**src/pwm_map.svh**
```systemverilog
// Register offsets, field positions, reset values and divider codes of the modulator
`ifndef PWM_MAP_SVH
`define PWM_MAP_SVH

`define ADDR_W              2
`define DATA_W              8
`define OFS_CONTROL         2'h0
`define OFS_DUTY            2'h1
`define OFS_PERIOD          2'h2

`define CTRL_DIV_HI         7
`define CTRL_DIV_LO         6
`define CTRL_SRC_BIT        5
`define CTRL_EN_BIT         4
`define CTRL_TRUE_OE_BIT    3
`define CTRL_COMP_OE_BIT    2
`define CTRL_WR_MASK        8'hfc

`define RST_CONTROL         8'h00
`define RST_DUTY            8'h00
`define RST_PERIOD          8'h00

`define DIV_BY_1            2'h0
`define DIV_BY_2            2'h1
`define DIV_BY_4            2'h2
`define DIV_BY_8            2'h3

`endif

```
**src/pwm_pkg.sv**
```systemverilog
// Types shared by the modulator and its clock divider
package pwm_pkg;

  typedef enum logic [1:0] {
    ST_IDLE = 2'h0,
    ST_RUN  = 2'h1
  } run_state_e;

  typedef struct packed {
    logic [1:0] div;
    logic       src;
    logic       en;
    logic       true_oe;
    logic       comp_oe;
  } ctrl_s;

  typedef struct packed {
    logic true_o;
    logic true_oe_n;
    logic comp_o;
    logic comp_oe_n;
    logic gate;
  } pins_s;

  typedef struct packed {
    logic [2:0] cnt;
    logic       tick;
  } div_state_s;

  typedef struct packed {
    run_state_e st;
    ctrl_s      ctrl;
    logic [7:0] duty;
    logic [7:0] period;
    logic [7:0] duty_act;
    logic [7:0] period_act;
    logic [7:0] cnt;
    logic [7:0] rdata;
    pins_s      pins;
  } pwm_state_s;

endpackage

```
**src/pwm_clock_divider.sv**
```systemverilog
// Source oscillator select and 1/2/4/8 divider producing the counter tick
`timescale 1ns/100ps
`include "pwm_map.svh"

module pwm_clock_divider
  import pwm_pkg::*;
(
  input  wire logic       mclk,         // System clock
  input  wire logic       rst,          // Asynchronous reset, active high
  input  wire logic       run,          // Modulator enabled
  input  wire logic       src_sel,      // 0 fast oscillator, 1 slow oscillator
  input  wire logic [1:0] div_sel,      // Division code
  input  wire logic       fast_osc_tick, // One-cycle pulse per fast oscillator period
  input  wire logic       slow_osc_tick, // One-cycle pulse per slow oscillator period
  output logic            cnt_tick      // One-cycle pulse per divided counter clock
);

  div_state_s state_ff;
  div_state_s nxt_state;
  logic       src_tick;

  function automatic logic [2:0] div_mask(input logic [1:0] code);
    case (code)
      `DIV_BY_1: div_mask = 3'h0;
      `DIV_BY_2: div_mask = 3'h1;
      `DIV_BY_4: div_mask = 3'h3;
      default:   div_mask = 3'h7;
    endcase
  endfunction

  ////////////////////////////////////////////////////////////////////////////////
  always_comb begin
    src_tick  = src_sel ? slow_osc_tick : fast_osc_tick;
    nxt_state = state_ff;
    nxt_state.tick = 1'b0;
    if (!run) begin
      nxt_state.cnt = 3'h0;
    end else if (src_tick) begin
      // Tick when the low bits selected by the code are all ones
      nxt_state.tick = ((state_ff.cnt & div_mask(div_sel)) == div_mask(div_sel));
      nxt_state.cnt  = 3'(state_ff.cnt + 3'h1);
    end
  end

  always_ff @(posedge mclk or posedge rst) begin
    if (rst) begin
      state_ff <= '0;
    end else begin
      state_ff <= nxt_state;
    end
  end

  assign cnt_tick = state_ff.tick;
endmodule

```
**src/pwm_modulator.sv**
```systemverilog
// Complementary 8-bit pulse width modulator with register port and gate drive
`timescale 1ns/100ps
`include "pwm_map.svh"

module pwm_modulator
  import pwm_pkg::*;
(
  input  wire logic                 mclk,          // System clock, 10 MHz
  input  wire logic                 rst,           // Asynchronous reset, active high
  input  wire logic [`ADDR_W-1:0]   addr,          // Register address
  input  wire logic [`DATA_W-1:0]   wdata,         // Write data
  input  wire logic                 wr_en,         // Write strobe
  input  wire logic                 rd_en,         // Read strobe
  output logic      [`DATA_W-1:0]   rdata,         // Read data, cycle after strobe
  input  wire logic                 fast_osc_tick, // Fast oscillator pulse
  input  wire logic                 slow_osc_tick, // Slow oscillator pulse
  output pins_s                     pins           // Pin levels, enables and gate
);

  pwm_state_s state_ff;
  pwm_state_s nxt_state;
  logic       cnt_tick;
  logic       wrap;
  logic       wave;

  ////////////////////////////////////////////////////////////////////////////////
  // Counter clock generation
  pwm_clock_divider u_div (
    .mclk          (mclk),
    .rst           (rst),
    .run           (state_ff.ctrl.en),
    .src_sel       (state_ff.ctrl.src),
    .div_sel       (state_ff.ctrl.div),
    .fast_osc_tick (fast_osc_tick),
    .slow_osc_tick (slow_osc_tick),
    .cnt_tick      (cnt_tick)
  );

  function automatic logic [7:0] ctrl_word(input ctrl_s c);
    ctrl_word = {c.div, c.src, c.en, c.true_oe, c.comp_oe, 2'b00};
  endfunction

  function automatic logic wave_level(input logic [7:0] cnt, input logic [7:0] duty,
                                      input logic [7:0] period);
    if (duty == 8'h00) begin
      wave_level = 1'b0;
    end else if (duty >= period) begin
      wave_level = 1'b1;
    end else begin
      wave_level = (cnt < duty);
    end
  endfunction

  ////////////////////////////////////////////////////////////////////////////////
  // Next state
  always_comb begin
    nxt_state = state_ff;
    wrap      = cnt_tick && (state_ff.cnt >= state_ff.period_act);
    wave      = 1'b0;

    // Register writes
    if (wr_en) begin
      case (addr)
        `OFS_CONTROL: begin
          nxt_state.ctrl = ctrl_s'(wdata[`CTRL_DIV_HI:`CTRL_COMP_OE_BIT]);
        end
        `OFS_DUTY:   nxt_state.duty   = wdata;
        `OFS_PERIOD: nxt_state.period = wdata;
        default: begin
        end
      endcase
    end

    // Register reads; unmapped address reads zero
    if (rd_en) begin
      case (addr)
        `OFS_CONTROL: nxt_state.rdata = ctrl_word(state_ff.ctrl);
        `OFS_DUTY:    nxt_state.rdata = state_ff.duty;
        `OFS_PERIOD:  nxt_state.rdata = state_ff.period;
        default:      nxt_state.rdata = 8'h00;
      endcase
    end else begin
      nxt_state.rdata = 8'h00;
    end

    // Counter and shadow values
    case (state_ff.st)
      ST_IDLE: begin
        nxt_state.cnt        = 8'h00;
        nxt_state.duty_act   = state_ff.duty;
        nxt_state.period_act = state_ff.period;
        if (state_ff.ctrl.en) begin
          nxt_state.st = ST_RUN;
        end
      end
      ST_RUN: begin
        if (!state_ff.ctrl.en) begin
          nxt_state.st  = ST_IDLE;
          nxt_state.cnt = 8'h00;
        end else if (wrap) begin
          nxt_state.cnt        = 8'h00;
          nxt_state.duty_act   = state_ff.duty;
          nxt_state.period_act = state_ff.period;
        end else if (cnt_tick) begin
          nxt_state.cnt = 8'(state_ff.cnt + 8'h01);
        end
      end
      default: begin
        nxt_state.st  = ST_IDLE;
        nxt_state.cnt = 8'h00;
      end
    endcase

    // Outputs
    if (state_ff.st == ST_RUN && state_ff.ctrl.en) begin
      wave = wave_level(state_ff.cnt, state_ff.duty_act, state_ff.period_act);
    end
    nxt_state.pins.true_o    = wave;
    nxt_state.pins.comp_o    = !wave;
    nxt_state.pins.gate      = wave;
    nxt_state.pins.true_oe_n = !(state_ff.ctrl.en && state_ff.ctrl.true_oe);
    nxt_state.pins.comp_oe_n = !(state_ff.ctrl.en && state_ff.ctrl.comp_oe);
  end

  ////////////////////////////////////////////////////////////////////////////////
  // State register
  always_ff @(posedge mclk or posedge rst) begin
    if (rst) begin
      state_ff            <= '0;
      state_ff.st         <= ST_IDLE;
      state_ff.ctrl       <= ctrl_s'(6'(`RST_CONTROL >> `CTRL_COMP_OE_BIT));
      state_ff.duty       <= `RST_DUTY;
      state_ff.period     <= `RST_PERIOD;
      state_ff.pins       <= '0;
      state_ff.pins.comp_o    <= 1'b1;
      state_ff.pins.true_oe_n <= 1'b1;
      state_ff.pins.comp_oe_n <= 1'b1;
    end else begin
      state_ff <= nxt_state;
    end
  end

  assign rdata = state_ff.rdata;
  assign pins  = state_ff.pins;
endmodule

```
**config.mk**
```make
export PLATFORM = sky130hd
export DESIGN_NAME = pwm_modulator
export DESIGN_NICKNAME = d
export VERILOG_FILES = /design/src/pwm_pkg.sv /design/src/pwm_clock_divider.sv /design/src/pwm_modulator.sv
export VERILOG_INCLUDE_DIRS = /design/src /design/src/src
export SDC_FILE = /design/constraint.sdc
export NUM_CORES = 1
export LEC_CHECK = 0
export BUFFER_PORTS_ARGS = -buffer_cell sky130_fd_sc_hd__buf_2
export CORE_MARGIN = 2
export CORE_UTILIZATION = 55
export CTS_BUF_LIST = sky130_fd_sc_hd__clkbuf_8
export CTS_CLUSTER_SIZE = 10
export DETAILED_ROUTE_END_ITERATION = 16
export GPL_ROUTABILITY_DRIVEN = 1
export HOLD_SLACK_MARGIN = 0.08
export PLACE_DENSITY = 0.74
export SLEW_MARGIN = 20
export SYNTH_ARGS = -nofsm -noshare
export SYNTH_HDL_FRONTEND = slang
export SYNTH_HIERARCHICAL = 1
export SYNTH_SLANG_ARGS = --single-unit
```
**constraint.sdc**
```tcl
create_clock -name mclk -period 4.6 [get_ports mclk]
set_input_delay 0.46 -clock mclk [delete_from_list [all_inputs] [get_ports mclk]]
set_output_delay 0.46 -clock mclk [all_outputs]
set_load 0.02 [all_outputs]
```
# ---- Yosys cells after proc, flatten, opt, wreduce, memory -nomap -nowiden
# Index checks and enable logic that the tools add are counted.
# W data, S select, Z words.
dict set report word_totals {
  register_bits 64
  latch_bits 0
  mem_bits_rw 0
  mem_bits_ro 0
  wordCells 75
  mem_count 0
}
dict set report op_classes {
  add_sub_neg 2
  mul 0
  div_mod_pow 0
  magnitude_cmp 3
  eq_ne 12
  shifts 0
  muxes 22
  bitwise_logic 1
  n_reduce_logical 17
}
# cell n
set op_table {}
lappend op_table {{$mux W8} 5}
lappend op_table {{$mux W16} 2}
lappend op_table {{$pmux W16 S2} 1}
lappend op_table {{$pmux W8 S3} 1}
lappend op_table {{$ge A8 B8 Y1} 2}
lappend op_table {{$mux W3} 3}
lappend op_table {{$pmux W3 S3} 1}
lappend op_table {{$add A8 B1 Y8 const B} 1}
lappend op_table {{$logic_not A8 Y1} 1}
lappend op_table {{$lt A8 B8 Y1} 1}
lappend op_table {{$ne A2 B2 Y1 const B} 4}
lappend op_table {{$reduce_and A2 Y1} 4}
lappend op_table {{$eq A2 B1 Y1 const B} 3}
lappend op_table {{$logic_not A2 Y1} 3}
lappend op_table {{$mux W1} 5}
lappend op_table {{$eq A2 B2 Y1 const B} 2}
lappend op_table {{$logic_and A1 B1 Y1} 4}
lappend op_table {{$mux W2} 2}
lappend op_table {{$mux W4} 1}
lappend op_table {{$ne A4 B3 Y1 const B} 1}
lappend op_table {{$pmux W2 S2} 1}
lappend op_table {{$add A3 B1 Y3 const B} 1}
lappend op_table {{$and A3 B3 Y3} 1}
lappend op_table {{$eq A3 B3 Y1} 1}
lappend op_table {{other kinds (4)} 6}

# ---- Depth between registers and ports, before layout
# Gate-level depths: netlist of run 1.
dict set report depth {
  depth_word 8
  depth_mapped 8
}

# ---- Modules after synthesis
# The synthesis of run 1 kept the hierarchy.
# module instances cells_each area_each_um2 seq_area_each_um2
set modules_own_cells {}
lappend modules_own_cells {pwm_modulator 1 324 3324.4 1480.2}
lappend modules_own_cells {pwm_clock_divider 1 21 201.4 100.1}

# ---- Least setup slack after synthesis of run 1
# No wires, ideal clock.
dict set report synth_timing {
  path_type {reg-to-reg}
  from {register state_ff[13] in the netlist's numbering}
  to {register state_ff[15] in the netlist's numbering}
  arrival_ps 1998
  setup_slack_ps 2522
  path_stages_with_launch 9
  synth_period_minus_slack_ps 2078
  cell_sequence {dfrtp_1 inv_1 ha_1 nand2b_1 a2111o_1 a311oi_2 buf_4 a21oi_1 mux2i_1}
}
dict set report synth_between {
  elab_chain_cells 5
  elab_cells_between_ends 8
  classes_between {add/sub: 1; order compare: 1; eq/ne: 1; mux: 4; reduce/logical: 1}
}
# item line_no
set synth_lines {}
lappend synth_lines {{start: declaration} pwm_modulator.sv:20} ;# pwm_state_s state_ff;
lappend synth_lines {{start signal: assignment} pwm_modulator.sv:139} ;# state_ff <= nxt_state;
lappend synth_lines {{$add A8 B1 Y8 or $ge A8 B8 Y1 (tied branches)} {pwm_modulator.sv:105, pwm_modulator.sv:58}}
lappend synth_lines {{$mux W8 or $logic_and A1 B1 Y1 (tied branches)} {pwm_modulator.sv:104, pwm_modulator.sv:58}}
lappend synth_lines {{$mux W8} pwm_modulator.sv:100} ;# end else if (wrap) begin
lappend synth_lines {{$mux W8} pwm_modulator.sv:97} ;# if (!state_ff.ctrl.en) begin
lappend synth_lines {{$mux W8} pwm_modulator.sv:87} ;# case (state_ff.st)
# Parallel ways exist; a longest one is shown, timed or not. The select of a mux whose other input is x is not followed.
# A chain may end at the register's enable or synchronous reset.

# ---- Worst setup path after layout of run 1
dict set report layout_timing {
  from {register state_ff[13] in the netlist's numbering}
  to {register state_ff[20] in the netlist's numbering}
}
# The elaborated chain is that of the path after synthesis.

==> metrics.yaml, run 1 <==
outcome:
  outcome: "completed"
logic_synthesis:
  yosysWarnings: 6
  syn-num-nets: 388
  netlist_area_mm2: 0.00353
  seq_area_frac_synth: 0.448
  postSynthCellCount: 345
  synth_top_area_frac: 0.426
  ys_ff_latch: 63
  avgSynthCellArea_um2: 10.2
  synth_area_leaders: "dfrtp_1 43%, ha_1 9.6%, mux2_2 7.0%"
  synth_edf_count: 0
  async_flop_share: 1.00
  synth_top_cell_by_area: "dfrtp_1"
  synth_ff_type: "dfrtp_1"
  synth.distinct_cells: 44
sta:
  final_hold_viol_count: 0
  worst_pin_slew_ns: 0.920
  setup_viol_count_final: 0
  rsz0062_at_grt: "false"
  clock_skew_ns: 0.00780
  slew_headroom: 0.387
  fmax_mhz: 375
  postLayoutSetupSlackWorst_ns: 1.93
  fin_crit_ns: 2.67
  tns_ns: 0
  maxSlewViolCount: 0
  period_share: 0.580
global_route:
  antenna_found_initial: 0
  globalRouteTotalUtil: 0.233
  grt_max_degree: 60
  first_global_vias: 2615
  grt_pass1_wl_mm: 13.0
  grt-ovfl-total: 0
clocking:
  ctsResizeCount: 0
  cts_max_level: 3
  cts_buffer_depth: 2
  ctsHoldBuffers: 1
  cts_tree: "done"
  root_buffer: "clkbuf_8"
  clk_pin_slew_ns: 0.07
  clock-sinks: 63
  clk_latency_ns: 0.34
  numCtsBuffers: 9
  cts_setup_buffers: 0
finish:
  drive_above_1_share: 0.210
  ff_latch_area_mm2: 0.00158
  area_growth_pct: 8.62
  final_cell_mix: "60 x dfrtp_1, 33 x nand2_1, 28 x buf_2, 27 x inv_1, 27 x ha_1"
  finalNonFillerCells: 443
  antenna_cells: 0
  fin_nets: 404
  multi_input_area_mm2: 0.00170
  fill_cells: 527
  final_common_cell: "dfrtp_1"
detailed_routing:
  vias: 2668
  drt-wirelength-per-cell_um: 17.2
  dr.pass1.iters: 5
  routed_via_density: 6.02
  drc: 0
  wirelength_mm: 7.64
  route.antenna.remaining_nets: 0
  drtIter0Drc: 145
critical_path:
  crit_required_ns: 4.87
  slowest_delay_ns: 0.83
  cp_max_fo: 14
  worstPathCellList: "inv_1 -> ha_1 -> nand2b_1 -> a2111o_1 -> a311oi_2 -> and3_1 -> a221o_1"
  cpMaxStageDelayCell: "a311oi_2"
  cp-start-kind: "flip-flop"
  critPathArrivalTime_ns: 2.94
  setup.worst_path.end_class: "flip-flop"
  path_class: "flip-flop to flip-flop"
floorplan:
  start_util: 0.562
  core_area_mm2: 0.00628
  die_area_mm2: 0.00707
  rows: 29
  die_w_um: 84.1
  die_h_um: 84.1
  boundaryPins: 29
worst_hold_path:
  min_path_type: "input port to flip-flop"
placement:
  hpwl_mm: 5.41
  place_inst: 426
  dpl_worst_slack_ns: 1.97
  place_congestion: 0.841
  io_buffers: 28
power:
  p_leak_nw: 1.86
  p_total_mw: 1.99
  power_density_mw_per_mm2: 521
  ir_drop_uv: 293
job:
  cap_violations: 0
## Yosys cell counts, drive strengths merged, types with 3 or more instances
| cell | n |
|---|---|
| a21o | 3 |
| dfrtp | 60 |
| a221o | 4 |
| clkbuf | 7 |
| dfstp | 3 |
| inv | 27 |
| and3 | 5 |
| a21oi | 8 |
| a22oi | 18 |
| nand2 | 33 |
| and2 | 6 |
| nor2 | 12 |
| nor2b | 4 |
| o211ai | 16 |
| nand3 | 23 |
| o21ai | 14 |
| buf | 19 |
| mux2i | 9 |
| mux2 | 22 |
| ha | 27 |
## layer usage
layer	part of all wire	routed length, µm	vias up	GRT usage
li1	-	-	1263	-
met1	0.46	3530	1325	0.320
met2	0.48	3660	70	0.362
met3	0.046	350	10	0.0524
met4	0.013	100	0	0.0880
met5	0	0	-	0
## state kept, by name, summed over array words and instances, names as in the netlist
signal and count:
pins 4, rdata 8, state_ff 47, u_div/cnt_tick 1, u_div/state_ff 3
## through the flow
step / hold slack [ns] / utilization / instance area (µm²)
final: 0.368 / 0.610 / 3830
after CTS: 0.360 / 0.609 / 3820
after floorplan: 0.226 / - / 3530
after detailed placement: 0.372 / 0.578 / 3630
after global placement: 0.366 / 0.578 / 3630
after global routing: 0.366 / 0.610 / 3830
## critical path, delay by kind of cell (launching register included)
kind / cells / cell delay (ns)
buffers and inverters: 1 / 0.07
adders and majority gates: 1 / 0.28
AOI/OAI and AO/OA: 3 / 1.39
DFF: 1 / 0.46
and+or+nand+nor: 2 / 0.41
## area by class of cell
| cell class | instances | share of cell area |
|---|---|---|
| Multi-Input combinational cell | 229 | 0.443 |
| Tap cell | 77 | 0.0252 |
| Sequential cell | 63 | 0.413 |
| Inverter | 27 | 0.0265 |
| Timing Repair Buffer | 31 | 0.0431 |
| Clock inverter | 7 | 0.0170 |
| Clock buffer | 9 | 0.0323 |
## power breakdown
| group | switching, mW | leakage (nW) | internal, mW | total, mW |
|---|---|---|---|---|
| combinational | 0.366 | 0.999 | 0.307 | 0.673 |
| sequential | 0.170 | 0.763 | 0.687 | 0.857 |
| clock | 0.218 | 0.100 | 0.246 | 0.464 |
## worst paths after layout
kind	from	endpoint	slack [ns]	cells after the start
max	state_ff[13]	state_ff[20]	1.93	7
min	wdata[1]	state_ff[38]	0.37	2
max reg2reg	state_ff[13]	state_ff[20]	1.93	7
min reg2reg	state_ff[53]	pins[1]	0.43	1
max in group asynchronous	rst	rdata[5]	3.24	4
min in group asynchronous	rst	u_div/state_ff[2]	0.56	3
## cells by family after synthesis
| kind of cell | count (synthesis) | synth area share |
|---|---|---|
| buf+inv | 53 | 0.0735 |
| compound gates | 74 | 0.151 |
| simple gates | 95 | 0.131 |
| flops | 63 | 0.448 |
| fa+ha+maj | 27 | 0.0958 |
| mux | 31 | 0.0958 |
| xor+xnor | 2 | 0.00497 |
Note: power is estimated with default switching activity, not from simulation.
==> run 2: changes to the inputs <==
--- a/config.mk
+++ b/config.mk
@@ -14,7 +14,7 @@
 export DETAILED_ROUTE_END_ITERATION = 16
 export GPL_ROUTABILITY_DRIVEN = 1
 export HOLD_SLACK_MARGIN = 0.08
-export PLACE_DENSITY = 0.74
+export PLACE_DENSITY = 0.77
 export SLEW_MARGIN = 20
 export SYNTH_ARGS = -nofsm -noshare
 export SYNTH_HDL_FRONTEND = slang
==> constraint.sdc (replaced) <==
create_clock -name mclk -period 2.18 [get_ports mclk]
set_input_delay 0.218 -clock mclk [delete_from_list [all_inputs] [get_ports mclk]]
set_output_delay 0.218 -clock mclk [all_outputs]
set_load 0.02 [all_outputs]
==> run 2 against run 1 <==
Effect of this change: register-to-register slack worse by 1.9 ns; sequential share of layout area is 1.3 points lower; wire length is 0.59% higher; critical endpoint is now state_ff[16]; combinational power is 120% higher; final cell count is 3.2% higher; sequential cell count stayed put; total power is 110% higher; non-clock buffer count is 14 higher; core utilization is 2.0 points higher; global-route usage hardly changed.
==> metrics.yaml, run 2 (synthesized netlist as in run 1, its figures left out) <==
sta:
  fin_crit_ns: 2.10  # -0.570 ns
  tns_ns: 0  # unchanged
  clock_skew_ns: 0.00806  # +0.000258 ns
  period_share: 0.962  # +0.382
  worst_pin_slew_ns: 0.756  # -0.164 ns
  maxSlewViolCount: 0  # unchanged
  slew_headroom: 0.496  # +0.109
  final_hold_viol_count: 0  # unchanged
  fmax_mhz: 477  # +27%
  postLayoutSetupSlackWorst_ns: 0.0828  # -1.85 ns
  setup_viol_count_final: 0  # unchanged
clocking:
  cts_setup_buffers: 0  # unchanged
  cts_tree: "done"
  clock-sinks: 63  # unchanged
  cts_buffer_depth: 2  # unchanged
  clk_pin_slew_ns: 0.08  # about the same
  root_buffer: "clkbuf_8"
  cts_max_level: 3  # unchanged
  clk_latency_ns: 0.35  # about the same
  numCtsBuffers: 9  # unchanged
outcome:
  outcome: "completed"
placement:
  hpwl_mm: 5.49  # +1.5%
  dpl_worst_slack_ns: 0.0637  # -1.90 ns
  io_buffers: 28  # unchanged
  place_congestion: 0.859  # +2.1%
critical_path:
  worst-path-stages: 7  # unchanged
  cp-start-kind: "flip-flop"
  slowest_delay_ns: 0.45  # -0.38 ns
  worstPathCellList: "ha_1 -> nand2b_1 -> a2111o_1 -> a311oi_2 -> clkbuf_4 -> nand3_1 -> o21ai_1"
  worst-r2r-cell-count: 7  # unchanged
  cp_top_family: "compound AO/OA/AOI/OAI gates"
  r2r_start: "state_ff[21]"
  worst-path-buf-inv: 1  # unchanged
  crit_path_start: "state_ff[21]"
  path_class: "flip-flop to flip-flop"
  setup.worst_path.end_class: "flip-flop"
  crit_required_ns: 2.46  # -2.41 ns
  cpMaxStageDelayCell: "a2111o_1"
  critPathArrivalTime_ns: 2.38  # -0.56 ns
  cp_max_fo: 7  # -7
global_route:
  globalRouteTotalUtil: 0.233  # -0.000273
  first_global_vias: 2609  # -0.23%
  grt-ovfl-total: 0  # unchanged
  grt_max_degree: 60  # unchanged
  grt_pass1_wl_mm: 12.8  # -2.1%
  antenna_found_initial: 0  # unchanged
floorplan:
  core_area_mm2: 0.00628  # unchanged
  die_area_mm2: 0.00707  # unchanged
  start_util: 0.562  # unchanged
  rows: 29  # unchanged
  boundaryPins: 29  # unchanged
  die_w_um: 84.1  # unchanged
  die_h_um: 84.1  # unchanged
finish:
  antenna_cells: 0  # unchanged
  largest_reg_flops: 47  # unchanged
  area_growth_pct: 12.1
  fill_cells: 514  # -2.5%
  drive_above_1_share: 0.237  # +0.0265
  fin_nets: 418  # +3.5%
  post-route-util: 0.630  # +0.0197
  final_common_cell: "dfrtp_1"
  largest-register: "state_ff"
  final_cell_mix: "60 x dfrtp_1, 33 x nand2_1, 28 x buf_2, 27 x ha_1, 26 x inv_1"
job:
  cap_violations: 0  # unchanged
detailed_routing:
  vias: 2710  # +1.6%
  wirelength_mm: 7.68  # +0.59%
  drt-wirelength-per-cell_um: 16.8  # -2.5%
  routed_via_density: 5.93  # -1.5%
  drc: 0  # unchanged
  dr.pass1.iters: 5  # unchanged
  route.antenna.remaining_nets: 0  # unchanged
  drtIter0Drc: 258  # +78%
power:
  ir_drop_uv: 681  # +130%
  power_density_mw_per_mm2: 1080  # +110%
  p_leak_nw: 1.94  # +4.0%
worst_hold_path:
  hold_depth: 2  # unchanged
  min-delay-start: "wdata[1]"
  min_path_type: "input port to flip-flop"
==> run 2: worst register-to-register path, cell delays in order (launching register included) <==
cell      delay, ns
dfrtp_1        0.40
ha_1           0.26
nand2b_1       0.14
a2111o_1       0.45
a311oi_2       0.36
clkbuf_4       0.26
nand3_1        0.09
o21ai_1        0.08
==> run 2: area by class of cell <==
cell class,count,area [µm²],area share
Multi-Input combinational cell,229,1690,0.428
Sequential cell,63,1580,0.400
Timing Repair Buffer,45,287,0.0725
Clock buffer,9,124,0.0313
Inverter,27,101,0.0256
Tap cell,77,96.3,0.0244
Clock inverter,7,72.6,0.0184
==> run 2: path summary, 6_finish.rpt <==
path / end / slack (ns)
max: state_ff[16] / 0.08
min: state_ff[46] / 0.12
max reg2reg: state_ff[16] / 0.08
min reg2reg: pins[3] / 0.44
max in group asynchronous: state_ff[13] / 1.04
min in group asynchronous: u_div/state_ff[3] / 0.31
==> run 2: what timing repair did <==
action,in CTS,in global routing
hold endpoints to repair,4,0
endpoints found under the setup margin,0,3
gates resized for setup,0,2
hold buffers,1,0
==> run 2: metrics by stage <==
| step | area [µm²] | cells | hold WS, ns | power [mW] |
|---|---|---|---|---|
| detailed placement | 3740 | 439 | 0.129 | 3.24 |
| global placement | 3740 | 439 | 0.126 | 3.16 |
| CTS | 3940 | 456 | 0.112 | 4.27 |
| global route | 3950 | 457 | 0.115 | 4.56 |
| finish | 3950 | 457 | 0.121 | 4.26 |
| floorplan | 3530 | 345 | -0.0159 | 2.85 |
==> run 2: routing by layer <==
| metal | vias up | global-route usage | routed length (µm) |
|---|---|---|---|
| met5 | - | 0 | 0 |
| met4 | 0 | 0.0792 | 108 |
| met3 | 15 | 0.0584 | 388 |
| met2 | 81 | 0.366 | 3810 |
| met1 | 1318 | 0.316 | 3370 |
| li1 | 1296 | - | - |
==> run 2: power breakdown <==
part | leakage, nW | internal [mW] | switching (mW) | total, mW
registers | 0.763 | 1.45 | 0.269 | 1.72
clock network | 0.0956 | 0.529 | 0.498 | 1.03
logic | 1.08 | 0.685 | 0.827 | 1.51
total | 1.94 | 2.66 | 1.59 | 4.26
==> run 3: changes to the inputs <==
--- a/config.mk
+++ b/config.mk
@@ -6,6 +6,7 @@
 export SDC_FILE = /design/constraint.sdc
 export NUM_CORES = 1
 export LEC_CHECK = 0
+export ABC_AREA = 1
 export BUFFER_PORTS_ARGS = -buffer_cell sky130_fd_sc_hd__buf_2
 export CORE_MARGIN = 2
 export CORE_UTILIZATION = 55
==> run 3 against run 2 <==
Effect of this change: clock-buffer cell count stayed put; first-iteration DRC count is 52% lower; sequential power is 7% lower; critical path depth is 3 higher; cell area is 3.2% lower; sequential share of layout area is 1.3 points higher; fmax is 12% higher; area after synthesis is 2.5% lower; global-route usage is 1.6 points lower; final cell count is 12% higher; critical path type unchanged; largest power group unchanged.
==> metrics.yaml, run 3 <==
outcome:
  outcome: "completed"
global_route:
  grt-ovfl-total: 0  # unchanged
  globalRouteTotalUtil: 0.217  # -0.0160
  grt_pass1_wl_mm: 11.9  # -6.7%
  grt_max_degree: 33  # -45%
  antenna_found_initial: 0  # unchanged
  first_global_vias: 2512  # -3.7%
detailed_routing:
  drt-wirelength-per-cell_um: 13.6  # -19%
  wirelength_mm: 6.94  # -9.7%
  routed_via_density: 5.26  # -11%
  drc: 0  # unchanged
  top_layer: "met4"
  met3WireLength_um: 298  # -23%
  route.antenna.remaining_nets: 0  # unchanged
  dr.pass1.iters: 5  # unchanged
  wl_met1_mm: 3.22  # -4.4%
  drtIter0Drc: 124  # -52%
  vias: 2683  # -1.0%
  dr_wl_met2_mm: 3.20  # -16%
power:
  switchingPower_mw: 1.54  # -3.4%
  p_int_mw: 2.67  # +0.26%
  p_leak_nw: 2.11  # +8.8%
  power_density_mw_per_mm2: 1100  # +2.2%
  combPwrFrac: 0.327  # -0.028
  ir_drop_uv: 671  # -1.5%
  p_total_mw: 4.21  # -1.1%
  seq_power_share: 0.379  # -0.025
  p_clk_frac: 0.293  # +0.052
  swShare: 0.366  # -0.00860
finish:
  final_common_cell: "nand2_1"
  final_cell_mix: "126 x nand2_1, 60 x dfrtp_1, 46 x inv_1, 30 x nand3_1, 28 x buf_2"
  largest_reg_flops: 47  # unchanged
  area_growth_pct: 11.3
  fin_nets: 473  # +13%
  largest-register: "state_ff"
  drive_above_1_share: 0.156  # -0.0805
  antenna_cells: 0  # unchanged
sta:
  tns_ns: 0  # unchanged
  maxSlewViolCount: 0  # unchanged
  worst_pin_slew_ns: 0.615  # -0.140 ns
  fin_crit_ns: 1.87  # -0.230 ns
  fmax_mhz: 535  # +12%
  final_hold_viol_count: 0  # unchanged
  period_share: 0.857  # -0.105
  clock_skew_ns: 0.00983  # +0.00177 ns
  rsz0062_at_grt: "false"
  setup_viol_count_final: 0  # unchanged
  slew_headroom: 0.589  # +0.0930
floorplan:
  core_area_mm2: 0.00599  # -4.6%
  die_area_mm2: 0.00690  # -2.4%
  boundaryPins: 29  # unchanged
  rows: 28  # -3.4%
  start_util: 0.574  # +0.0122
  die_h_um: 83.1  # -1.2%
  die_w_um: 83.1  # -1.2%
clocking:
  clk_pin_slew_ns: 0.08  # about the same
  clock-sinks: 63  # unchanged
  cts_buffer_depth: 2  # unchanged
  cts_max_level: 3  # unchanged
  clk_latency_ns: 0.34  # about the same
  ctsResizeCount: 0  # unchanged
  numCtsBuffers: 9  # unchanged
  cts_tree: "done"
  root_buffer: "clkbuf_8"
  cts_setup_buffers: 0  # unchanged
logic_synthesis:
  yosysWarnings: 6  # unchanged
  synth_area_leaders: "dfrtp_1 44%, nand2_1 14%, ha_1 9.8%"
  postSynthCellCount: 405  # +17%
  synth_ff_type: "dfrtp_1"
  synthSimpleGateAreaFrac: 0.262  # +0.131
  synth_top_cell_by_area: "dfrtp_1"
  synth_xor_area_frac: 0.0178  # +0.0129
  synth.distinct_cells: 31  # -30%
  ys_ff_latch: 63  # unchanged
  muxShareOfSynthArea: 0  # -0.0958
  netlist_area_mm2: 0.00344  # -2.5%
  yosysMostFrequentCell: "nand2_1"
  synth_top_area_frac: 0.437  # +0.0108
  async_flop_share: 1.00  # unchanged
  synth_compound_area_frac: 0.0655  # -0.0853
  seq_area_frac_synth: 0.460  # +0.0114
  synth_edf_count: 0  # unchanged
  synthTopCellsByCount: "126 x nand2_1, 60 x dfrtp_1, 47 x inv_1"
  syn-num-nets: 448  # +15%
  avgSynthCellArea_um2: 8.49  # -17%
  synth_top_family_by_area: "simple AND/OR/NAND/NOR gates"
  synthAdderAreaFrac: 0.0983  # +0.00244
worst_hold_path:
  min_path_type: "input port to flip-flop"
  hold_end: "rdata[2]"
  min-delay-start: "rd_en"
  hold_depth: 3  # +1
critical_path:
  reg2reg_to: "state_ff[22]"
  setup.worst_path.end_class: "flip-flop"
  crit_required_ns: 2.41  # -0.05 ns
  path_class: "flip-flop to flip-flop"
  r2r_start: "state_ff[19]"
  cp-start-kind: "flip-flop"
  cp_max_fo: 17  # +10
  r2r_slack_ns: 0.31  # +0.23 ns
  worst-r2r-cell-count: 10  # +3
  critPathArrivalTime_ns: 2.10  # -0.28 ns
job:
  cap_violations: 0  # unchanged
placement:
  hpwl_mm: 5.19  # -5.5%
  io_buffers: 28  # unchanged
  place_congestion: 0.868  # +1.1%
[run 3: cell count changes after synthesis, sizes merged, moves of 5 or more]
cell / delta
o21ai: +10
o211ai: -16
mux2: -22
mux2i: -9
inv: +20
nand2: +103
a22oi: -18
nand3: +8
and3: -5
nand4: +11
and2: -6
clkbuf: -5
[run 3: cell families after synthesis]
| logic type | count (synthesis) |
|---|---|
| simple gates | 198 |
| buf+inv | 69 |
| flops | 63 |
| compound gates | 41 |
| fa+ha+maj | 27 |
| xor+xnor | 7 |
[run 3: cell type report]
| type | count | area, µm² |
|---|---|---|
| Clock buffer | 9 | 124 |
| Clock inverter | 7 | 119 |
| Fill cell | 519 | 2160 |
| Inverter | 49 | 184 |
| Multi-Input combinational cell | 273 | 1530 |
| Sequential cell | 63 | 1580 |
| Tap cell | 75 | 93.8 |
| Timing Repair Buffer | 34 | 200 |
[run 3: timing repair]
action	CTS	global route
endpoints found under the hold margin	30	0
hold buffers	1	0
endpoints found under the setup margin	0	0
[run 3: stage by stage]
stage	hold slack (ns)	util	cells	setup WS, ns	area, µm²
2_1_floorplan	-0.0159	-	405	0.459	3440
5_1_grt	0.147	0.639	510	0.130	3830
6_report	0.135	0.639	510	0.312	3830
4_1_cts	0.126	0.639	510	0.306	3830
3_3_place_gp	0.123	0.597	493	0.365	3570
3_5_place_dp	0.129	0.597	493	0.329	3570
[run 3: worst max path at each step]
stage | endpoint | startpoint | slack (ns) | cells after the start
2_1_floorplan | state_ff[21] | state_ff[18] | 0.46 | 10
3_3_place_gp | state_ff[30] | state_ff[18] | 0.37 | 10
3_5_place_dp | state_ff[22] | state_ff[18] | 0.33 | 10
4_1_cts | state_ff[22] | state_ff[19] | 0.31 | 10
5_1_grt | state_ff[35] | state_ff[18] | 0.13 | 10
6_report | state_ff[22] | state_ff[19] | 0.31 | 10
[run 3: critical path, cell delays in order, from the launching register on]
cell and delay (ns):
dfrtp_1 0.47, ha_1 0.31, nand2_1 0.07, nor2_2 0.14
nand4_1 0.10, nand3_2 0.15, nand2_4 0.10, nand2_8 0.13
nand2_8 0.11, nand2_1 0.10, nand2_1 0.05
[run 3: power by group through the flow]
| stage | combinational (mW) | sequential [mW] | clock (mW) |
|---|---|---|---|
| 6_report | 1.38 | 1.60 | 1.24 |
| 5_1_grt | 1.61 | 1.63 | 1.30 |
| 4_1_cts | 1.39 | 1.60 | 1.25 |
| 3_5_place_dp | 1.38 | 1.62 | 0 |
| 3_3_place_gp | 1.32 | 1.61 | 0 |
| 2_1_floorplan | 1.17 | 1.56 | 0 |
[run 3: per-layer routing]
layer  up-vias  track usage
met5         -            0
met4         0        0.107
met3        17       0.0328
met2        74        0.339
met1      1250        0.296
li1       1342            -
